### src/inc/spi_mon_pkg.sv
`default_nettype none
package spi_mon_pkg;
    // Register bus geometry
    localparam int unsigned ADDR_W       = 24;
    localparam int unsigned DATA_W       = 8;
    localparam logic [23:0] DATA_ADDR    = 24'hFFE260;
    localparam logic [23:0] CTRL_ADDR    = 24'hFFE261;
    localparam logic [23:0] STATUS_ADDR  = 24'hFFE264;
    localparam logic [23:0] STATE_ADDR   = 24'hFFE265;

    // Status register fields
    localparam int unsigned ST_TXE       = 7;
    localparam int unsigned ST_TX_UNDERRUN_FLAG      = 6;
    localparam int unsigned ST_COL       = 5;
    localparam int unsigned ST_ABT       = 4;
    localparam int unsigned ST_RX_OVERRUN_FLAG      = 3;
    localparam int unsigned ST_RXF       = 2;
    localparam int unsigned ST_ACT       = 1;
    localparam int unsigned ST_SEL       = 0;
    localparam logic [7:0]  STATUS_RESET = 8'h01;

    // Control register fields
    localparam int unsigned CT_EN        = 0;
    localparam int unsigned CT_MST       = 1;
    localparam int unsigned CT_POL       = 2;
    localparam int unsigned CT_BRG       = 3;
    localparam int unsigned CT_I2S       = 4;
    localparam int unsigned CT_LEN_LSB   = 5;
    localparam int unsigned LEN_W        = 3;
    localparam logic [7:0]  CTRL_RESET   = 8'h00;
    localparam logic [2:0]  LEN_FULL     = 3'h0;
    localparam logic [2:0]  IDX_TOP_FULL = 3'h7;

    // State register fields
    localparam int unsigned SR_SCK       = 7;
    localparam int unsigned SR_DIN       = 6;

    // Synchroniser lanes
    localparam int unsigned PIN_SCK      = 0;
    localparam int unsigned PIN_MOSI     = 1;
    localparam int unsigned PIN_MISO     = 2;
    localparam int unsigned PIN_SS       = 3;
    localparam int unsigned PIN_N        = 4;

    // Observable state codes
    localparam logic [5:0]  CODE_IDLE    = 6'h00;
    localparam logic [5:0]  CODE_SWAIT   = 6'h01;
    localparam logic [5:0]  CODE_ISD1    = 6'h02;
    localparam logic [5:0]  CODE_ISD2    = 6'h03;
    localparam logic [5:0]  CODE_MDLY    = 6'h10;
    localparam logic [5:0]  CODE_IMD1    = 6'h31;
    localparam logic [5:0]  CODE_IMD2    = 6'h32;
    localparam logic [1:0]  CODE_BIT_PFX = 2'h2;
    localparam logic        CODE_RX      = 1'h0;
    localparam logic        CODE_TX      = 1'h1;

    typedef enum logic [8:0] {
        S_IDLE  = 9'h001,
        S_SWAIT = 9'h002,
        S_ISD1  = 9'h004,
        S_ISD2  = 9'h008,
        S_MDLY  = 9'h010,
        S_IMD1  = 9'h020,
        S_IMD2  = 9'h040,
        S_BTX   = 9'h080,
        S_BRX   = 9'h100
    } fsm_state_type;
endpackage
`default_nettype wire

### src/hw/spi_status_monitor.sv
// Function
// (RULE1) Disable forces all flags to reset values
// (RULE2) Transmit-empty reads 0 when full or disabled
// (RULE3) Data register write clears transmit-empty
// (RULE4) Error flags cleared by writing one
// (RULE5) Underrun sets flag, held until cleared
// (RULE6) Multi-master collision sets collision flag
// (RULE7) Slave select loss mid-character sets abort
// (RULE8) Slave clock monitor timeout sets abort
// (RULE9) Receive overrun sets overrun flag
// (RULE10) Receive-full set by data, cleared by read
// (RULE11) Transfer flag high while transfer runs
// (RULE12) Select view is pin XOR polarity
// (RULE13) State bit 7 shows clock pin
// (RULE14) State bit 6 shows data input pin
// (RULE15) State bits 5:0 show machine state
// (RULE16) Pre-transfer states use fixed codes
// (RULE17) Idle zero; bit phases prefix 10
// (RULE18) Polarity bit chooses select active level
// (RULE19) Length code 000 means eight bits
// (RULE20) Hardware set wins over software clear
`default_nettype none
module spi_status_monitor #(
    parameter int unsigned SCK_HALF_CYC    = 4,
    parameter int unsigned SCK_TIMEOUT_CYC = 1024
) (
    input  wire logic        mclk_in,
    input  wire logic        rst_n_in,
    input  wire logic [23:0] addr_in,
    input  wire logic [7:0]  wr_data_in,
    input  wire logic        wr_en_in,
    input  wire logic        rd_en_in,
    output logic      [7:0]  rd_data_out,
    input  wire logic        sck_in,
    output logic             sck_out,
    output logic             sck_oe_out,
    input  wire logic        mosi_in,
    output logic             mosi_out,
    output logic             mosi_oe_out,
    input  wire logic        miso_in,
    output logic             miso_out,
    output logic             miso_oe_out,
    input  wire logic        ss_in
);
    localparam int unsigned DIV_W = $clog2(SCK_HALF_CYC + 1);
    localparam int unsigned MON_W = $clog2(SCK_TIMEOUT_CYC + 1);
    localparam logic [DIV_W-1:0] DIV_LAST = DIV_W'(SCK_HALF_CYC - 1);
    localparam logic [MON_W-1:0] MON_LAST = MON_W'(SCK_TIMEOUT_CYC - 1);

    if (SCK_HALF_CYC < 1 || SCK_TIMEOUT_CYC < 2) begin : g_chk
        $error("SCK_HALF_CYC must be at least 1 and SCK_TIMEOUT_CYC at least 2");
    end

    // Pin synchronisers
    logic [spi_mon_pkg::PIN_N-1:0] pins_s;
    pin_sync #(
        .WIDTH (spi_mon_pkg::PIN_N)
    ) u_pin_sync (
        .clk_in   (mclk_in),
        .rst_n_in (rst_n_in),
        .d_in     ({ss_in, miso_in, mosi_in, sck_in}),
        .q_out    (pins_s)
    );

    logic sck_s;
    logic ss_s;
    logic sck_d_r;
    logic ss_d_r;
    logic sck_rise;
    logic sck_fall;
    logic ss_edge;
    assign sck_s    = pins_s[spi_mon_pkg::PIN_SCK];
    assign ss_s     = pins_s[spi_mon_pkg::PIN_SS];
    assign sck_rise = sck_s & ~sck_d_r;
    assign sck_fall = ~sck_s & sck_d_r;
    assign ss_edge  = ss_s ^ ss_d_r;

    always_ff @(posedge mclk_in or negedge rst_n_in) begin
        if (!rst_n_in) begin
            sck_d_r <= 1'h0;
            ss_d_r  <= 1'h0;
        end else begin
            sck_d_r <= sck_s;
            ss_d_r  <= ss_s;
        end
    end

    // Control register
    logic [7:0] ctrl_r;
    logic       en;
    logic       mst;
    logic       pol;
    logic       brg;
    logic       i2s;
    logic [2:0] len;
    logic [2:0] idx_top;
    logic       sel_act;
    logic       din;
    assign en  = ctrl_r[spi_mon_pkg::CT_EN];
    assign mst = ctrl_r[spi_mon_pkg::CT_MST];
    assign pol = ctrl_r[spi_mon_pkg::CT_POL];
    assign brg = ctrl_r[spi_mon_pkg::CT_BRG];
    assign i2s = ctrl_r[spi_mon_pkg::CT_I2S];
    assign len = ctrl_r[spi_mon_pkg::CT_LEN_LSB +: spi_mon_pkg::LEN_W];
    assign idx_top = (len == spi_mon_pkg::LEN_FULL) ? spi_mon_pkg::IDX_TOP_FULL
                                                    : len - 3'h1;  // RULE19
    assign sel_act = ~(ss_s ^ pol);  // RULE18
    assign din = mst ? pins_s[spi_mon_pkg::PIN_MISO]
                     : pins_s[spi_mon_pkg::PIN_MOSI];  // RULE14

    // Register decode
    logic wr_ctrl;
    logic wr_data;
    logic wr_stat;
    logic rd_data;
    assign wr_ctrl = wr_en_in && (addr_in == spi_mon_pkg::CTRL_ADDR);
    assign wr_data = wr_en_in && (addr_in == spi_mon_pkg::DATA_ADDR);
    assign wr_stat = wr_en_in && (addr_in == spi_mon_pkg::STATUS_ADDR);
    assign rd_data = rd_en_in && (addr_in == spi_mon_pkg::DATA_ADDR);

    always_ff @(posedge mclk_in or negedge rst_n_in) begin
        if (!rst_n_in) begin
            ctrl_r <= spi_mon_pkg::CTRL_RESET;
        end else if (wr_ctrl) begin
            ctrl_r <= wr_data_in;
        end
    end

    // Master clock divider and slave clock monitor
    spi_mon_pkg::fsm_state_type state_r;
    spi_mon_pkg::fsm_state_type state_nxt;
    logic [2:0]       idx_r;
    logic [2:0]       idx_nxt;
    logic [DIV_W-1:0] div_r;
    logic [MON_W-1:0] mon_r;
    logic             tick;
    logic             in_bits;
    logic             timeout;
    assign tick    = (div_r == DIV_LAST);
    assign in_bits = (state_r == spi_mon_pkg::S_BTX) || (state_r == spi_mon_pkg::S_BRX);
    assign timeout = (mon_r == MON_LAST);

    always_ff @(posedge mclk_in or negedge rst_n_in) begin
        if (!rst_n_in) begin
            div_r <= '0;
        end else if (!en || !mst || state_r == spi_mon_pkg::S_IDLE || tick) begin
            div_r <= '0;
        end else begin
            div_r <= div_r + DIV_W'(1);
        end
    end

    always_ff @(posedge mclk_in or negedge rst_n_in) begin
        if (!rst_n_in) begin
            mon_r <= '0;
        end else if (!en || mst || !in_bits || sck_rise || sck_fall || timeout) begin
            mon_r <= '0;
        end else begin
            mon_r <= mon_r + MON_W'(1);
        end
    end

    // Transmit and receive holding, shifter and error state
    logic [7:0] tx_hold_r;
    logic       tx_full_r;
    logic [7:0] tx_shift_r;
    logic       shift_empty_r;
    logic [7:0] rx_shift_r;
    logic [7:0] rx_hold_r;
    logic       rx_full_r;
    logic [3:0] err_r;

    // Bit engine
    logic load;
    logic shift_out;
    logic sample;
    logic done;
    logic tx_underrun_flag_set;
    logic col_set;
    logic abt_set;
    logic rx_overrun_flag_set;
    logic abort_cond;
    assign abort_cond = !mst && !i2s && !sel_act;

    always_comb begin
        state_nxt = state_r;
        idx_nxt   = idx_r;
        load      = 1'h0;
        shift_out = 1'h0;
        sample    = 1'h0;
        done      = 1'h0;
        tx_underrun_flag_set  = 1'h0;
        col_set   = 1'h0;
        abt_set   = 1'h0;
        if (!en) begin
            state_nxt = spi_mon_pkg::S_IDLE;
        end else if (mst && sel_act) begin
            col_set   = 1'h1;  // RULE6
            state_nxt = spi_mon_pkg::S_IDLE;
        end else if (!mst && brg && timeout) begin
            abt_set   = 1'h1;  // RULE8
            state_nxt = spi_mon_pkg::S_IDLE;
        end else begin
            case (state_r)
                spi_mon_pkg::S_IDLE: begin
                    if (mst) begin
                        if (tx_full_r) begin
                            state_nxt = i2s ? spi_mon_pkg::S_IMD1 : spi_mon_pkg::S_MDLY;
                        end
                    end else if (i2s) begin
                        if (ss_edge) begin
                            state_nxt = spi_mon_pkg::S_ISD1;
                            load      = 1'h1;
                        end
                    end else if (sel_act) begin
                        state_nxt = spi_mon_pkg::S_SWAIT;
                        load      = 1'h1;
                    end
                end
                spi_mon_pkg::S_MDLY, spi_mon_pkg::S_IMD2: begin
                    if (tick) begin
                        state_nxt = spi_mon_pkg::S_BTX;
                        idx_nxt   = idx_top;
                        load      = 1'h1;
                    end
                end
                spi_mon_pkg::S_IMD1: begin
                    if (tick) begin
                        state_nxt = spi_mon_pkg::S_IMD2;
                    end
                end
                spi_mon_pkg::S_ISD1: begin
                    if (sck_rise) begin
                        state_nxt = spi_mon_pkg::S_ISD2;
                    end
                end
                spi_mon_pkg::S_ISD2: begin
                    if (sck_fall) begin
                        state_nxt = spi_mon_pkg::S_BTX;
                        idx_nxt   = idx_top;
                        tx_underrun_flag_set  = shift_empty_r;  // RULE5
                    end
                end
                spi_mon_pkg::S_SWAIT: begin
                    if (!sel_act) begin
                        state_nxt = spi_mon_pkg::S_IDLE;
                    end else if (sck_rise) begin
                        state_nxt = spi_mon_pkg::S_BRX;
                        idx_nxt   = idx_top;
                        sample    = 1'h1;
                        tx_underrun_flag_set  = shift_empty_r;  // RULE5
                    end
                end
                spi_mon_pkg::S_BTX: begin
                    if (abort_cond) begin
                        abt_set   = 1'h1;  // RULE7
                        state_nxt = spi_mon_pkg::S_IDLE;
                    end else if (mst ? tick : sck_rise) begin
                        state_nxt = spi_mon_pkg::S_BRX;
                        sample    = 1'h1;
                    end
                end
                spi_mon_pkg::S_BRX: begin
                    if (abort_cond) begin
                        abt_set   = 1'h1;  // RULE7
                        state_nxt = spi_mon_pkg::S_IDLE;
                    end else if (mst ? tick : sck_fall) begin
                        if (idx_r == 3'h0) begin
                            done = 1'h1;
                            if (mst || i2s) begin
                                state_nxt = spi_mon_pkg::S_IDLE;
                            end else begin
                                state_nxt = spi_mon_pkg::S_SWAIT;
                                load      = 1'h1;
                            end
                        end else begin
                            state_nxt = spi_mon_pkg::S_BTX;
                            idx_nxt   = idx_r - 3'h1;
                            shift_out = 1'h1;
                        end
                    end
                end
                default: begin
                    state_nxt = spi_mon_pkg::S_IDLE;
                end
            endcase
        end
    end

    assign rx_overrun_flag_set = done && rx_full_r && !rd_data;  // RULE9

    always_ff @(posedge mclk_in or negedge rst_n_in) begin
        if (!rst_n_in) begin
            state_r <= spi_mon_pkg::S_IDLE;
            idx_r   <= 3'h0;
        end else begin
            state_r <= state_nxt;
            idx_r   <= idx_nxt;
        end
    end

    // Transmit path
    always_ff @(posedge mclk_in or negedge rst_n_in) begin
        if (!rst_n_in) begin
            tx_hold_r <= 8'h00;
            tx_full_r <= 1'h0;
        end else if (!en) begin
            tx_full_r <= 1'h0;  // RULE1
        end else if (wr_data) begin
            tx_hold_r <= wr_data_in;
            tx_full_r <= 1'h1;  // RULE3
        end else if (load) begin
            tx_full_r <= 1'h0;
        end
    end

    always_ff @(posedge mclk_in or negedge rst_n_in) begin
        if (!rst_n_in) begin
            tx_shift_r    <= 8'h00;
            shift_empty_r <= 1'h0;
        end else if (load) begin
            tx_shift_r    <= tx_full_r ? tx_hold_r : 8'h00;
            shift_empty_r <= !tx_full_r;
        end
    end

    // Receive path
    always_ff @(posedge mclk_in or negedge rst_n_in) begin
        if (!rst_n_in) begin
            rx_shift_r <= 8'h00;
        end else if (sample) begin
            rx_shift_r[idx_nxt] <= din;
        end
    end

    always_ff @(posedge mclk_in or negedge rst_n_in) begin
        if (!rst_n_in) begin
            rx_hold_r <= 8'h00;
            rx_full_r <= 1'h0;
        end else if (!en) begin
            rx_full_r <= 1'h0;  // RULE1
        end else if (done && !rx_overrun_flag_set) begin
            rx_hold_r <= rx_shift_r;
            rx_full_r <= 1'h1;  // RULE10 RULE20
        end else if (rd_data) begin
            rx_full_r <= 1'h0;  // RULE10
        end
    end

    // Error flags: underrun, collision, abort, overrun
    logic [3:0] err_set;
    logic [3:0] err_clr;
    assign err_set = {tx_underrun_flag_set, col_set, abt_set, rx_overrun_flag_set};
    assign err_clr = wr_stat ? wr_data_in[spi_mon_pkg::ST_RX_OVERRUN_FLAG +: 4] : 4'h0;

    always_ff @(posedge mclk_in or negedge rst_n_in) begin
        if (!rst_n_in) begin
            err_r <= 4'h0;
        end else if (!en) begin
            err_r <= 4'h0;  // RULE1
        end else begin
            err_r <= (err_r & ~err_clr) | err_set;  // RULE4 RULE5 RULE20
        end
    end

    // Readable views
    logic [7:0] status_word;
    logic [7:0] state_word;
    logic [5:0] code;
    logic       active;
    assign active = en && (state_r != spi_mon_pkg::S_IDLE)
                       && (state_r != spi_mon_pkg::S_SWAIT);  // RULE11

    always_comb begin
        case (state_r)  // RULE15 RULE16 RULE17
            spi_mon_pkg::S_IDLE:  code = spi_mon_pkg::CODE_IDLE;
            spi_mon_pkg::S_SWAIT: code = spi_mon_pkg::CODE_SWAIT;
            spi_mon_pkg::S_ISD1:  code = spi_mon_pkg::CODE_ISD1;
            spi_mon_pkg::S_ISD2:  code = spi_mon_pkg::CODE_ISD2;
            spi_mon_pkg::S_MDLY:  code = spi_mon_pkg::CODE_MDLY;
            spi_mon_pkg::S_IMD1:  code = spi_mon_pkg::CODE_IMD1;
            spi_mon_pkg::S_IMD2:  code = spi_mon_pkg::CODE_IMD2;
            spi_mon_pkg::S_BTX:   code = {spi_mon_pkg::CODE_BIT_PFX, idx_r, spi_mon_pkg::CODE_TX};
            spi_mon_pkg::S_BRX:   code = {spi_mon_pkg::CODE_BIT_PFX, idx_r, spi_mon_pkg::CODE_RX};
            default:              code = spi_mon_pkg::CODE_IDLE;
        endcase
    end

    assign status_word = {en && !tx_full_r,  // RULE2
                          err_r & {4{en}},
                          rx_full_r && en,
                          active,
                          en ? (ss_s ^ pol) : spi_mon_pkg::STATUS_RESET[0]};  // RULE12 RULE1
    assign state_word  = {sck_s, din, code};  // RULE13 RULE14

    // Read port and pin outputs
    always_ff @(posedge mclk_in or negedge rst_n_in) begin
        if (!rst_n_in) begin
            rd_data_out <= 8'h00;
        end else if (!rd_en_in) begin
            rd_data_out <= 8'h00;
        end else begin
            case (addr_in)
                spi_mon_pkg::STATUS_ADDR: rd_data_out <= status_word;
                spi_mon_pkg::STATE_ADDR:  rd_data_out <= state_word;
                spi_mon_pkg::DATA_ADDR:   rd_data_out <= rx_hold_r;
                spi_mon_pkg::CTRL_ADDR:   rd_data_out <= ctrl_r;
                default:                  rd_data_out <= 8'h00;
            endcase
        end
    end

    logic dout_r;
    always_ff @(posedge mclk_in or negedge rst_n_in) begin
        if (!rst_n_in) begin
            dout_r <= 1'h0;
        end else if (load) begin
            dout_r <= tx_full_r ? tx_hold_r[idx_top] : 1'h0;
        end else if (shift_out) begin
            dout_r <= tx_shift_r[idx_nxt];
        end
    end
    assign mosi_out = dout_r;
    assign miso_out = dout_r;

    always_ff @(posedge mclk_in or negedge rst_n_in) begin
        if (!rst_n_in) begin
            sck_out     <= 1'h0;
            sck_oe_out  <= 1'h0;
            mosi_oe_out <= 1'h0;
            miso_oe_out <= 1'h0;
        end else begin
            sck_out     <= mst && (state_nxt == spi_mon_pkg::S_BRX);
            sck_oe_out  <= en && mst;
            mosi_oe_out <= en && mst;
            miso_oe_out <= en && !mst && sel_act;
        end
    end

    // Checks
    disable_flags_a: assert property (@(posedge mclk_in) disable iff (!rst_n_in)  // RULE1
        !en |-> status_word == spi_mon_pkg::STATUS_RESET)
        else $error("status not at reset value while disabled");
    txe_write_a: assert property (@(posedge mclk_in) disable iff (!rst_n_in)  // RULE3
        (wr_data && en && $past(en)) |=> !status_word[spi_mon_pkg::ST_TXE] || !en)
        else $error("data write did not clear transmit-empty");
    w1c_clear_a: assert property (@(posedge mclk_in) disable iff (!rst_n_in)  // RULE4
        (wr_stat && wr_data_in[spi_mon_pkg::ST_TX_UNDERRUN_FLAG] && !tx_underrun_flag_set) |=> !err_r[3])
        else $error("underrun flag not cleared by write of one");
    w1c_hold_a: assert property (@(posedge mclk_in) disable iff (!rst_n_in)  // RULE4
        (en && err_r[1] && !(wr_stat && wr_data_in[spi_mon_pkg::ST_ABT])) ##1 en
        |-> err_r[1])
        else $error("abort flag lost without clear");
    set_wins_a: assert property (@(posedge mclk_in) disable iff (!rst_n_in)  // RULE20
        (col_set && en) |=> err_r[2])
        else $error("collision set lost against clear");
    abort_sel_a: assert property (@(posedge mclk_in) disable iff (!rst_n_in)  // RULE7
        (en && in_bits && abort_cond && !(brg && timeout))
        |=> err_r[1] && state_r == spi_mon_pkg::S_IDLE)
        else $error("select loss mid-character did not abort");
    rx_read_a: assert property (@(posedge mclk_in) disable iff (!rst_n_in)  // RULE10
        (rd_data && !done) |=> !rx_full_r)
        else $error("receive-full not cleared by data read");
    active_bits_a: assert property (@(posedge mclk_in) disable iff (!rst_n_in)  // RULE11
        (en && in_bits) |-> status_word[spi_mon_pkg::ST_ACT])
        else $error("transfer flag low during bit phases");
    sel_view_a: assert property (@(posedge mclk_in) disable iff (!rst_n_in)  // RULE12
        (rd_en_in && addr_in == spi_mon_pkg::STATUS_ADDR && en && $stable(ss_s) && $stable(en))
        |=> rd_data_out[spi_mon_pkg::ST_SEL] == $past(ss_s ^ pol))
        else $error("select view mismatch");
    code_bits_a: assert property (@(posedge mclk_in) disable iff (!rst_n_in)  // RULE17
        (state_r == spi_mon_pkg::S_BRX) |-> code == {2'h2, idx_r, 1'h0})
        else $error("bit receive code wrong");
    sck_read_a: assert property (@(posedge mclk_in) disable iff (!rst_n_in)  // RULE13
        (rd_en_in && addr_in == spi_mon_pkg::STATE_ADDR)
        |=> rd_data_out[spi_mon_pkg::SR_SCK] == $past(sck_s))
        else $error("clock pin level not shown");

    master_done_c: cover property (@(posedge mclk_in) disable iff (!rst_n_in) done && mst);
    slave_done_c: cover property (@(posedge mclk_in) disable iff (!rst_n_in) done && !mst);
    timeout_c: cover property (@(posedge mclk_in) disable iff (!rst_n_in) abt_set && timeout);
    overrun_c: cover property (@(posedge mclk_in) disable iff (!rst_n_in) rx_overrun_flag_set);
endmodule
`default_nettype wire

### src/hw/pin_sync.sv
`default_nettype none
module pin_sync #(
    parameter int unsigned WIDTH = 1
) (
    input  wire logic             clk_in,
    input  wire logic             rst_n_in,
    input  wire logic [WIDTH-1:0] d_in,
    output logic      [WIDTH-1:0] q_out
);
    logic [WIDTH-1:0] meta_r;

    always_ff @(posedge clk_in or negedge rst_n_in) begin
        if (!rst_n_in) begin
            meta_r <= '0;
            q_out  <= '0;
        end else begin
            meta_r <= d_in;
            q_out  <= meta_r;
        end
    end
endmodule
`default_nettype wire

### config.mk
export PLATFORM = sky130hd
export DESIGN_NAME = spi_status_monitor
export DESIGN_NICKNAME = d
export VERILOG_FILES = /design/src/inc/spi_mon_pkg.sv /design/src/hw/spi_status_monitor.sv /design/src/hw/pin_sync.sv
export SDC_FILE = /design/constraint.sdc
export NUM_CORES = 1
export LEC_CHECK = 0
export BUFFER_PORTS_ARGS = -buffer_cell sky130_fd_sc_hd__buf_2
export CORE_MARGIN = 3
export CORE_UTILIZATION = 60
export CTS_CLUSTER_SIZE = 40
export DETAILED_ROUTE_END_ITERATION = 8
export PLACE_DENSITY = 0.78
export SLEW_MARGIN = 20
export SYNTH_ARGS = -nofsm -noshare
export SYNTH_HDL_FRONTEND = slang
export SYNTH_HIERARCHICAL = 1
export SYNTH_SLANG_ARGS = --single-unit
### constraint.sdc
create_clock -name mclk_in -period 6 [get_ports mclk_in]
set_clock_uncertainty 0.05 [all_clocks]
set_input_delay 0.6 -clock mclk_in [delete_from_list [all_inputs] [get_ports mclk_in]]
set_output_delay 0.6 -clock mclk_in [all_outputs]
set_load 0.03 [all_outputs]
==> Word level (Yosys, flattened, before mapping) <==
Cells that the tools add are included.
{ "word_totals": {"regBits": 95, "latchBits": 0, "mem_bits_rw": 0, "mem_bits_ro": 0, "inputBits": 40, "out_inout_bits": 14, "elab_cells": 216, "n_memories": 0} }
{ "classes": {"add_sub_neg": 4, "n_mul": 0, "div": 0, "magnitude_cmp": 3, "n_eq_ne": 20, "shift": 0, "muxes": 111, "n_bitwise": 11, "reduce_logical": 45} }
{ "ops": {"columns": ["op", "count"], "rows": [
  ["9-bit two-way mux", 19],
  ["24-bit == test, second input constant", 4],
  ["9-bit case mux with 8 select lines", 1],
  ["1-bit two-way mux", 62],
  ["6-bit case mux with 8 select lines", 1],
  ["3-bit two-way mux", 12],
  ["8-bit case mux with 4 select lines", 1],
  ["1-bit logical AND", 21],
  ["9-bit == test, second input constant", 2],
  ["8-bit two-way mux", 2],
  ["3-bit case mux with 4 select lines", 1],
  ["11-bit by 1-bit adder with 11-bit output, second input constant", 1],
  ["11-bit by 10-bit == test with 1-bit output, second input constant", 1],
  ["11-bit two-way mux", 1],
  ["1-bit logical OR", 10],
  ["9-bit by 1-bit == test with 1-bit output, second input constant", 1],
  ["9-bit by 2-bit == test with 1-bit output, second input constant", 1],
  ["9-bit by 3-bit == test with 1-bit output, second input constant", 1],
  ["9-bit by 4-bit == test with 1-bit output, second input constant", 1],
  ["9-bit by 5-bit == test with 1-bit output, second input constant", 1],
  ["9-bit by 6-bit == test with 1-bit output, second input constant", 1],
  ["9-bit by 7-bit == test with 1-bit output, second input constant", 1],
  ["9-bit by 8-bit == test with 1-bit output, second input constant", 1],
  ["9-bit by 1-bit != test with 1-bit output, second input constant", 1],
  ["other kinds (26)", 46]
]} }

==> Longest topological paths before layout <==
Gate-level depths: netlist of the first run.
{ "logic_depth": {"ltp_word": 15, "depth_mapped": 12, "depth_no_buf": 11} }

==> Modules after synthesis <==
The synthesis of the first run kept the hierarchy.
{ "by_module_without_submodules": {"columns": ["mod", "n_inst", "cells_each", "area_each_um2", "seq_area_each_um2"], "rows": [
  ["spi_status_monitor", 1, 507, 4984.8, 2178.3],
  ["pin_sync", 1, 8, 200.2, 200.2]
]} }

==> Least setup slack after synthesis of the first run <==
Ideal clock, no wire load.
{ "synth_timing": {"path_kind": "in2reg", "startpoint": "input port addr_in[3]", "endpoint": "register rx_hold_r[0]", "setup_time_ps": 125, "arrival_time_ps": 2916, "t_required_ps": 5825, "path_slack_ps": 2909, "cell_stages": 7, "n_path_buf": 0, "path_cell_list": "or4b_1 > or4_1 > nor4_2 > nor3b_2 > a21boi_1 > nor2_4 > mux2_2"} }
{ "synth_via": {"elab_chain_cells": 7} }
{ "synth_rtl": {"columns": ["item", "line_no", "source"], "rows": [
  ["start, declared", "spi_status_monitor.sv:29", "input wire logic [23:0] addr_in,"],
  ["24-bit == test", "spi_status_monitor.sv:119", "assign rd_data = rd_en_in && (addr_in == spi_mon_pkg::DATA_ADDR);"],
  ["1-bit logical AND", "spi_status_monitor.sv:119", null],
  ["1-bit zero test", "spi_status_monitor.sv:290", "assign rx_overrun_flag_set = done && rx_full_r && !rd_data;"],
  ["1-bit logical AND", "spi_status_monitor.sv:290", null],
  ["1-bit zero test", "spi_status_monitor.sv:342", "end else if (done && !rx_overrun_flag_set) begin"],
  ["1-bit logical AND", "spi_status_monitor.sv:342", null],
  ["2-bit AND reduction (no source line)", null, null],
  ["end signal, assigned", "spi_status_monitor.sv:343", "rx_hold_r <= rx_shift_r;"],
  ["end, declared", "spi_status_monitor.sv:169", "logic [7:0] rx_hold_r;"]
]} }
No other way between the ends.
A chain may end at the register's enable or synchronous reset.

==> Worst setup path in the final report of the first run <==
{ "layout_timing": {"startpoint": "register ctrl_r[1]", "endpoint": "register rx_shift_r[5]"} }
{ "layout_via": {"elab_chain_cells": 13, "elab_cells_between_ends": 27, "classes_between": "order compare: 2; mux: 18; reduce/logical: 7"} }
{ "layout_rtl": {"columns": ["item", "line_no", "source"], "rows": [
  ["start, declared", "spi_status_monitor.sv:89", "logic [7:0] ctrl_r;"],
  ["start signal, assigned", "spi_status_monitor.sv:123", "ctrl_r <= spi_mon_pkg::CTRL_RESET;"],
  ["start signal, assigned", "spi_status_monitor.sv:125", "ctrl_r <= wr_data_in;"],
  ["1-bit zero test", "spi_status_monitor.sv:183, spi_status_monitor.sv:200", null],
  ["1-bit logical AND (2 in a row)", "spi_status_monitor.sv:183", "assign abort_cond = !mst && !i2s && !sel_act;"],
  ["3-bit two-way mux", "spi_status_monitor.sv:264", "if (abort_cond) begin"],
  ["3-bit case mux with 4 select lines", "spi_status_monitor.sv:204", "case (state_r)"],
  ["3-bit two-way mux", "spi_status_monitor.sv:200", "end else if (!mst && brg && timeout) begin"],
  ["3-bit two-way mux *", "spi_status_monitor.sv:197", "end else if (mst && sel_act) begin"],
  ["3-bit two-way mux *", "spi_status_monitor.sv:195", "if (!en) begin"],
  ["named net idx_nxt[2]", "spi_status_monitor.sv:133", "logic [2:0] idx_nxt;"],
  ["3-bit by 4-bit less-than comparator with 1-bit output (not written as such) or 3-bit by 1-bit greater-or-equal comparator with 1-bit output (tied branches)", "spi_status_monitor.sv:332", "rx_shift_r[idx_nxt] <= din;"],
  ["1-bit logical AND (not written as such)", "spi_status_monitor.sv:332", null],
  ["1-bit two-way mux (not written as such)", "spi_status_monitor.sv:332", null],
  ["1-bit demux with 3-bit select *", "spi_status_monitor.sv:332", null],
  ["8-bit bitwise mux *", "spi_status_monitor.sv:332", null],
  ["end signal, assigned by index", "spi_status_monitor.sv:332", null],
  ["end, declared", "spi_status_monitor.sv:168", "logic [7:0] rx_shift_r;"]
]} }
Mark *: on every way through the listed nets, which the timed path passes. The rest lies on a longest branch.

==> impl_metrics.yaml, run 1 <==
timing:
  hold-worst-slack_ps: 39.1
  setup_viol: 0
  fmax_mhz: 297
  rsz0062_at_grt: "false"
  fin_ws_ps: 2630
  relSlewSlack_pct: 40.6
  timing.final.crit_period_ps: 3370
  worstMarginPinSlew_ps: 892
  tns_ps: 0
  slew_viol_final: 0
  final_hold_viol_count: 0
  period_share_pct: 56.2
route:
  viasPerCell: 6.38
  routed_wl_um: 13200
  first_pass_iters: 6
  wire_per_inst_um: 19.7
  drc: 0
  drtIter0Drc: 356
  drtAntennaViolNets: 0
  via_count: 4273
cts:
  cts_made_buffers: 9
  cts_max_path_buffers: 2
  cts.repair.resized: 0
  cts_root_buf: "clkbuf_8"
  cts_max_level: 3
  cts.clk_slew.worst_paths_ps: 100
  cts_setup_buffers: 0
  clock_latency_ps: 370
  tritoncts: "yes"
  clkSinkCount: 95
  cts_hold_buf: 0
worst_setup_path:
  rrSetupSlack_ps: 2630
  cpPeakStageDelay_ps: 670
  rr_startpoint: "ctrl_r[1]$_DFFE_PN0P_"
  critPathArrivalTime_ps: 3580
  worstSetupStartpoint: "ctrl_r[1]$_DFFE_PN0P_"
  cp_num_buf_inv: 1
  crit_family: "compound AO/OA/AOI/OAI gates"
  ff2ff_path_depth: 9
  crit_path_max_fanout: 21
  setup.worst_path.class: "register to register"
  cp-start-kind: "register"
  critical-path-slowest-cell: "dfrtp_1"
  end_kind: "register"
  crit_path_cell_trace: "nor3b_1, a2bb2oi_1, a311oi_1, o31ai_1, o21a_1, inv_1, and2_1, nand3_1, mux2_1"
  r2r-end: "rx_shift_r[5]$_DFFE_PN0P_"
  worstPathRequired_ps: 6200
synthesis:
  ys_top_cells_by_count: "dfrtp_1 (94), nand2_1 (51), nor2_1 (48), mux2_2 (30), o21ai_0 (29)"
  yosys.area_share.adder_pct: 2.12
  yosysUniqueCellTypes: 83
  synth.mux.area_fraction_pct: 8.69
  yosysWarnings: 6
  ys_seq_area_share_pct: 45.9
  synth-compound-area-share_pct: 13.9
  synth-xor-area-share_pct: 2.36
  yosys_most_used_dff: "dfrtp_1"
  yosys-top-cells-area: "dfrtp_1 (45%), mux2_2 (6.5%), nand2_1 (3.7%)"
  syn_area_mm2: 0.00518
  synth_most_common_cell: "dfrtp_1"
  syn_avg_cell_area_um2: 10.1
  synthArstFlopShare_pct: 100
  synthSimpleGateAreaFrac_pct: 22.7
  syn-instance-count: 515
  ys_ff_latch: 95
  yosysTopAreaCell: "dfrtp_1"
  synth_edf_count: 0
  yosysTopAreaCellShare_pct: 45.4
  synth_top_family_by_area: "simple AND/OR/NAND/NOR gates"
  synth_nets: 563
global_routing:
  grtUsageMet3_pct: 5.02
  grt_overflow: 0
  grt_pass1_wl_um: 22100
  grtUsageMet2_pct: 46.1
  first_global_vias: 4264
  grtUsageTotal_pct: 28.7
  grt_antenna_before_repair: 0
  use_met1_pct: 39.1
  busiest_layer: "met2"
  grt_max_degree: 76
final_layout:
  fin_nets: 608
  syn_to_final_growth_pct: 9.41
  final_util_pct: 68.4
  seqCellArea_mm2: 0.00238
  drive_above_1_share_pct: 23.2
  fill_cells: 635
  antenna_cells: 0
  multi_input_area_mm2: 0.00259
min_path:
  hold_class: "primary input to asynchronous set/reset pin"
placed_design:
  io_buffers: 53
  dp_hpwl_um: 9950
  pre_cts_ws_ps: 2480
  place_congestion: 0.962
die:
  die_width_um: 99.0
  rows: 33
  dieArea_mm2: 0.00979
  core-area_mm2: 0.00830
  ios: 54
  die_h_um: 99.0
  start_util_pct: 62.5
job:
  max-cap-violations: 0
power:
  irDropWorstVdd_mv: 0.142
  cellLeakagePower_nw: 2.56
  p_per_area_mw_per_mm2: 199
status:
  status: "finished clean"
==> cell usage in the layout, fill, tap and decap left out, types with 3 or more instances in the layout <==
cell | netlist | layout
xor2_1 | 7 | 7
nand2b_1 | 6 | 6
a21boi_0 | 3 | 3
and2_1 | 5 | 5
a222oi_1 | 3 | 3
nor2b_1 | 6 | 6
nor4_4 | 3 | 3
o21ai_0 | 29 | 29
a22oi_1 | 4 | 4
nand2_1 | 51 | 51
nor3_1 | 9 | 9
nor2_1 | 48 | 48
a211oi_1 | 5 | 5
or2_2 | 4 | 4
mux2_1 | 6 | 6
a31oi_1 | 5 | 5
nor4_1 | 3 | 3
nor4b_1 | 4 | 4
ha_1 | 8 | 8
a31o_2 | 3 | 3
clkbuf_8 | 1 | 9
and4b_1 | 3 | 3
and3_1 | 11 | 11
inv_1 | 19 | 19
o211ai_1 | 3 | 3
nand3_1 | 22 | 22
dfrtp_1 | 94 | 94
a221oi_1 | 3 | 3
buf_2 | 2 | 52
a21oi_1 | 20 | 20
nand4_1 | 7 | 7
inv_6 | 0 | 3
mux2_2 | 30 | 30
xnor2_1 | 7 | 7
buf_4 | 2 | 4
==> routing by layer <==
metal,vias to the layer above,routed length [um]
met5,-,0
met4,0,344
met3,27,952
met2,206,6490
met1,2079,5440
li1,1961,-
==> power breakdown <==
group | internal [mW] | switching, mW | total, mW
registers | 0.643 | 0.00264 | 0.646
logic | 0.0161 | 0.0291 | 0.0452
clock network | 0.201 | 0.237 | 0.438
total | 0.860 | 0.269 | 1.13
==> worst max-delay path by stage <==
stage                                      to  cells past startpoint
floorplan            rx_hold_r[0]$_DFFE_PN0P_                      7
global placement     tx_hold_r[3]$_DFFE_PN0P_                      7
detailed placement   tx_hold_r[6]$_DFFE_PN0P_                      7
CTS                 rx_shift_r[5]$_DFFE_PN0P_                      9
global route        rx_shift_r[7]$_DFFE_PN0P_                      9
finish              rx_shift_r[5]$_DFFE_PN0P_                      9
==> final cells by class <==
| cell class | count | area share (%) |
|---|---|---|
| clock buffer | 10 | 2.25 |
| clock inverter | 6 | 1.35 |
| inverter | 20 | 1.41 |
| multi-input combinational | 378 | 45.6 |
| sequential | 95 | 41.9 |
| tap | 105 | 2.32 |
| timing repair buffer | 56 | 5.12 |
==> state kept, by name (all words and copies together), names as in the netlist, 4 cells and up <==
name	flops
mon_r	11
state_r	9
ctrl_r	8
rd_data_out	8
rx_hold_r	8
rx_shift_r	8
tx_hold_r	8
tx_shift_r	8
err_r	4
u_pin_sync/meta_r	4
u_pin_sync/q_out	4
==> per-stage QoR <==
stage	instance area [um^2]	total power [mW]	std cells
6_report	5670	1.13	670
5_1_grt	5670	1.17	670
4_1_cts	5670	1.14	670
3_5_place_dp	5470	0.704	654
3_3_place_gp	5470	0.704	654
2_1_floorplan	5180	0.672	515
==> logic make-up (layout without fill, tap and decap cells) <==
logic type,after synthesis,count (layout)
AO/OA/AOI/OAI,106,106
multiplexers,38,38
adder cells (fa/ha/maj),9,9
AND/OR/NAND/NOR,211,211
buffers and inverters,42,92
flip-flops,95,95
XOR/XNOR,14,14
Power figures use the tool's default switching activity.
==> run 2: changes to the inputs <==
Settings changed: CORE_UTILIZATION 60 to 59, PLACE_DENSITY 0.78 to 0.77.
Clock period 6 ns to 3.4 ns, I/O delays scaled along.
==> impl_metrics.yaml, run 2 (synthesis gave the netlist of run 1 again) <==
final_layout:
  largest_register_ffs: 11
  final_cell_area_mm2: 0.00582
  layout.cells.non_filler: 691
  regMostFlops: "mon_r"
  top_regs: "mon_r (11), state_r (9)"
  antenna_cells: 0
  syn_to_final_growth_pct: 12.3
  fin_nets: 629
  drive_above_1_share_pct: 26.3
  final_common_cell: "dfrtp_1"
  mostFrequentLayoutCells: "dfrtp_1 (94), buf_2 (52), nand2_1 (51)"
route:
  dr_wl_met3_um: 904
  dr.max_layer_used: "met4"
  drt-met1-wl_um: 6000
  routed_wl_um: 14300
  wl_met2_um: 6800
  viasPerCell: 6.29
  first_pass_iters: 5
  via_count: 4346
  drtIter0Drc: 365
  drc: 0
  drtAntennaViolNets: 0
  wire_per_inst_um: 20.8
cts:
  cts_max_level: 3
  cts_made_buffers: 9
  cts_hold_buf: 0
  cts_root_buf: "clkbuf_8"
  cts_max_path_buffers: 2
  tritoncts: "yes"
  cts.clk_slew.worst_paths_ps: 100
  clock_latency_ps: 360
  clkSinkCount: 95
worst_setup_path:
  end_kind: "register"
  crit_path_max_fanout: 8
  ff2ff_path_depth: 8
  worstSetupStartpoint: "state_r[8]$_DFF_PN0_"
  cp-start-kind: "register"
  setup.worst_path.class: "register to register"
  worstPathRequired_ps: 3600
  critPathArrivalTime_ps: 3350
  rrSetupSlack_ps: 250
  worstSetupEndpoint: "rx_shift_r[5]$_DFFE_PN0P_"
  r2r-end: "rx_shift_r[5]$_DFFE_PN0P_"
  rr_startpoint: "state_r[8]$_DFF_PN0_"
power:
  cellLeakagePower_nw: 2.66
  irDropWorstVdd_mv: 0.273
  p_per_area_mw_per_mm2: 336
placed_design:
  place_congestion: 0.990
  post_dp_cell_area_mm2: 0.00563
  dp.cells: 675
  dp_hpwl_um: 11100
  io_buffers: 53
timing:
  tns_ps: 0
  timing.final.crit_period_ps: 3150
  rsz0062_at_grt: "false"
  setup_viol: 0
  final_hold_viol_count: 0
  period_share_pct: 92.8
  relSlewSlack_pct: 43.1
  slew_viol_final: 0
  worstMarginPinSlew_ps: 854
  fmax_mhz: 317
die:
  dieArea_mm2: 0.00995
  core-area_mm2: 0.00838
  rows: 33
  die_width_um: 99.7
  die_h_um: 99.7
  start_util_pct: 61.9
  ios: 54
global_routing:
  first_global_vias: 4374
  grt_max_degree: 68
  grt_overflow: 0
  grt_antenna_before_repair: 0
  grt_pass1_wl_um: 23100
  grtUsageTotal_pct: 30.3
min_path:
  hold_class: "primary input to asynchronous set/reset pin"
job:
  max-cap-violations: 0
status:
  status: "finished clean"
-- run 2: cell types whose count changed in the layout (fill, tap and decap cells not counted) --
cell,before,now
buf_4,4,25
clkinvlp_4,0,2
a2bb2oi_1,2,1
a2bb2oi_2,0,1
bufinv_16,1,0
clkbuf_1,1,0
clkbuf_8,9,10
inv_6,3,2
-- run 2: through the flow --
step	setup slack (ps)	hold slack, ps	power (mW)	utilization (%)
6_report	245	11.7	1.96	69.5
5_1_grt	55.7	16.7	2.02	69.5
4_1_cts	190	21.7	1.97	69.4
3_5_place_dp	199	287	1.25	67.1
3_3_place_gp	254	283	1.25	67.1
2_1_floorplan	519	-5.59	1.19	-
-- run 2: metal layers --
metal,GRT usage [%],vias to the layer above
met4,14.0,0
met5,0,-
met1,40.6,2115
li1,-,2001
met3,6.03,45
met2,47.6,185
-- run 2: what timing repair did --
action | in CTS | in global routing
gates resized for setup | 0 | 1
setup endpoints to repair | 0 | 7
buffers inserted | 0 | 0
-- run 2: power by group --
| group | switching (mW) | internal, mW |
|---|---|---|
| Clock | 0.433 | 0.298 |
| Combinational | 0.0575 | 0.0325 |
| Sequential | 0.00314 | 1.13 |
-- run 2: cell type report --
class,instances,area [um^2]
multi-input combinational,378,2590
fill,669,2560
sequential,95,2380
timing repair buffer,77,448
clock buffer,10,138
tap,105,131
inverter,20,80.1
clock inverter,6,52.6
-- run 2: worst max-delay path: stages, from the launching register on --
cell      delay (ps)
dfrtp_1          470
or4_4            610
nor4_4           320
nor2_2           110
a2111o_1         470
a22oi_4          350
and2_1           210
nand3_1          110
mux2_1           350
-- run 2: worst min-delay path by stage --
stage	depth (start not counted)	from	endpoint	slack [ps]
6_report	1	rst_n_in	state_r[3]$_DFF_PN0_	10
5_1_grt	1	ss_in	u_pin_sync/meta_r[3]$_DFF_PN0_	20
4_1_cts	1	ss_in	u_pin_sync/meta_r[3]$_DFF_PN0_	20
3_5_place_dp	0	u_pin_sync/meta_r[0]$_DFF_PN0_	u_pin_sync/q_out[0]$_DFF_PN0_	290
3_3_place_gp	0	u_pin_sync/meta_r[0]$_DFF_PN0_	u_pin_sync/q_out[0]$_DFF_PN0_	280
2_1_floorplan	0	rst_n_in	ctrl_r[0]$_DFFE_PN0P_	-6
==> run 3: changes to the inputs <==
Settings changed: ABC_AREA from default to 1, SLEW_MARGIN 20 to default, SYNTH_HIERARCHICAL 1 to default.
==> impl_metrics.yaml, run 3 <==
timing:
  final_hold_viol_count: 0
  relSlewSlack_pct: 30.8
  timing.final.crit_period_ps: 2570
  worstMarginPinSlew_ps: 1040
  tns_ps: 0
  period_share_pct: 75.5
  rsz0062_at_grt: "false"
  setup_viol: 0
  fmax_mhz: 390
  slew_viol_final: 0
power:
  comb_power_share_pct: 4.5
  cellLeakagePower_nw: 3.01
  swShare_pct: 24.8
  fin_total_pwr_mw: 2.02
  p_per_area_mw_per_mm2: 343
  p_clk_share_pct: 39.1
  pwr-share-seq_pct: 56.4
  p_int_mw: 1.52
  irDropWorstVdd_mv: 0.253
  switchingPower_uw: 500
die:
  dieArea_mm2: 0.0102
  rows: 33
  die_width_um: 101
  ios: 54
  die_h_um: 101
  start_util_pct: 62.8
  core-area_mm2: 0.00846
final_layout:
  final_util_pct: 69.6
  mostFrequentLayoutCells: "nand2_1 (162), dfrtp_1 (94), inv_1 (86)"
  syn_to_final_growth_pct: 10.9
  largest_register_ffs: 11
  fill_cells: 721
  drive_above_1_share_pct: 19.7
  fin_nets: 778
  antenna_cells: 0
  top_regs: "mon_r (11), state_r (9)"
  regMostFlops: "mon_r"
  final_common_cell: "nand2_1"
job:
  max-cap-violations: 0
cts:
  cts_root_buf: "clkbuf_8"
  tritoncts: "yes"
  cts_hold_buf: 0
  cts_setup_buffers: 0
  cts_max_path_buffers: 2
  clock_latency_ps: 370
  cts_max_level: 3
  cts_made_buffers: 9
  cts.repair.resized: 0
  cts.clk_slew.worst_paths_ps: 100
  clkSinkCount: 95
worst_setup_path:
  crit_path_max_fanout: 10
  critPathArrivalTime_ps: 2770
  end_kind: "register"
  worstPathRequired_ps: 3600
  critical-path-slowest-cell: "nor4_2"
  cpPeakStageDelay_ps: 480
  rrSetupSlack_ps: 830
  setup.worst_path.class: "register to register"
  crit_path_cell_trace: "clkinv_1, ha_1, nand2_1, a21oi_1, inv_1, nor4_2, nand2_2, mux2_2"
  cp-start-kind: "register"
route:
  drtIter0Drc: 355
  drc: 0
  wire_per_inst_um: 16.9
  routed_wl_um: 14200
  drtAntennaViolNets: 0
  first_pass_iters: 7
  via_count: 4819
  viasPerCell: 5.74
synthesis:
  yosysTopAreaCellShare_pct: 44.3
  ys_ff_latch: 95
  ys_seq_area_share_pct: 44.8
  synth_most_common_cell: "nand2_1"
  synth_nets: 718
  yosysUniqueCellTypes: 50
  yosys_most_used_dff: "dfrtp_1"
  synthArstFlopShare_pct: 100
  syn_area_mm2: 0.00531
  syn-instance-count: 670
  yosysWarnings: 0
  synth_edf_count: 0
  yosys-top-cells-area: "dfrtp_1 (44%), nand2_1 (11%), inv_1 (6.1%)"
  syn_avg_cell_area_um2: 7.93
  ys_top_cells_by_count: "nand2_1 (162), dfrtp_1 (94), inv_1 (86), nor2_1 (58), o21ai_0 (47)"
  yosysTopAreaCell: "dfrtp_1"
status:
  status: "finished clean"
global_routing:
  grt_max_degree: 83
  grt_overflow: 0
  grtUsageTotal_pct: 29.7
  grt_antenna_before_repair: 0
  grt_pass1_wl_um: 23500
  first_global_vias: 4645
placed_design:
  io_buffers: 53
  place_congestion: 1.04
  dp_hpwl_um: 11200
min_path:
  hold_class: "primary input to register"
run 3: cell count changes after synthesis, sizes merged, moves of 22 or more:
cell | before | now
nand2 | 51 | 186
mux2 | 36 | 6
nand3 | 22 | 50
o21ai | 30 | 52
inv | 19 | 98
nor2 | 51 | 73
run 3: power groups by stage:
stage	sequential [mW]	clock [mW]	combinational (mW)
after global routing	1.14	0.846	0.105
after detailed placement	1.16	0	0.0914
final	1.14	0.788	0.0912
after floorplan	1.16	0	0.0333
after CTS	1.14	0.801	0.0916
after global placement	1.16	0	0.0905
run 3: worst max-delay path: cells and delay by family (launching register included):
| kind | cells | cell delay, ps |
|---|---|---|
| adder cells (fa/ha/maj) | 1 | 230 |
| multiplexers | 1 | 340 |
| AND/OR/NAND/NOR | 3 | 890 |
| flip-flops | 1 | 410 |
| buffers and inverters | 2 | 320 |
| AO/OA/AOI/OAI | 1 | 200 |
run 3: worst paths after layout:
check                                               startpoint                             end  depth (start not counted)
max in group asynchronous                             rst_n_in            state_r[0]$_DFF_PN1_                          2
worst max register to register              idx_r[0]$_DFF_PN0_        rx_hold_r[0]$_DFFE_PN0P_                          8
worst max-delay path                        idx_r[0]$_DFF_PN0_        rx_hold_r[0]$_DFFE_PN0P_                          8
worst min register to register  u_pin_sync.meta_r[3]$_DFF_PN0_   u_pin_sync.q_out[3]$_DFF_PN0_                          0
min in group asynchronous                             rst_n_in  u_pin_sync.meta_r[2]$_DFF_PN0_                          1
worst min-delay path                                   miso_in  u_pin_sync.meta_r[2]$_DFF_PN0_                          1
run 3: layout make-up:
| class | count | area, um^2 | share of cell area [%] |
|---|---|---|---|
| flip-flops and latches | 95 | 2380 | 40.4 |
| inverters | 99 | 377 | 6.39 |
| well taps | 105 | 131 | 2.23 |
| clock buffers | 10 | 128 | 2.17 |
| repair buffers | 56 | 290 | 4.93 |
| clock inverters | 6 | 75.1 | 1.27 |
| multi-input cells | 469 | 2510 | 42.6 |
run 3: metal layers:
layer	global-route usage (%)	vias to the layer above	wire, um
li1	-	2314	-
met1	44.6	2252	6470
met2	44.2	222	6200
met3	5.74	31	1190
met4	8.08	0	310
met5	0	-	0
run 3: cell families after synthesis:
family	after synthesis	synth area share [%]
multiplexers	6	1.27
AND/OR/NAND/NOR	354	32.7
AO/OA/AOI/OAI	99	11.1
flip-flops	95	44.8
XOR/XNOR	2	0.330
adder cells (fa/ha/maj)	8	1.88
buffers and inverters	106	7.94
run 3: metrics by stage:
step | cell area, um^2 | hold WS (ps) | setup slack, ps | std cells
2_1_floorplan | 5310 | -5.59 | 1280 | 670
3_3_place_gp | 5690 | 285 | 978 | 824
3_5_place_dp | 5690 | 288 | 922 | 824
4_1_cts | 5890 | 9.46 | 899 | 840
5_1_grt | 5890 | 1.53 | 543 | 840
6_report | 5890 | 26.1 | 834 | 840
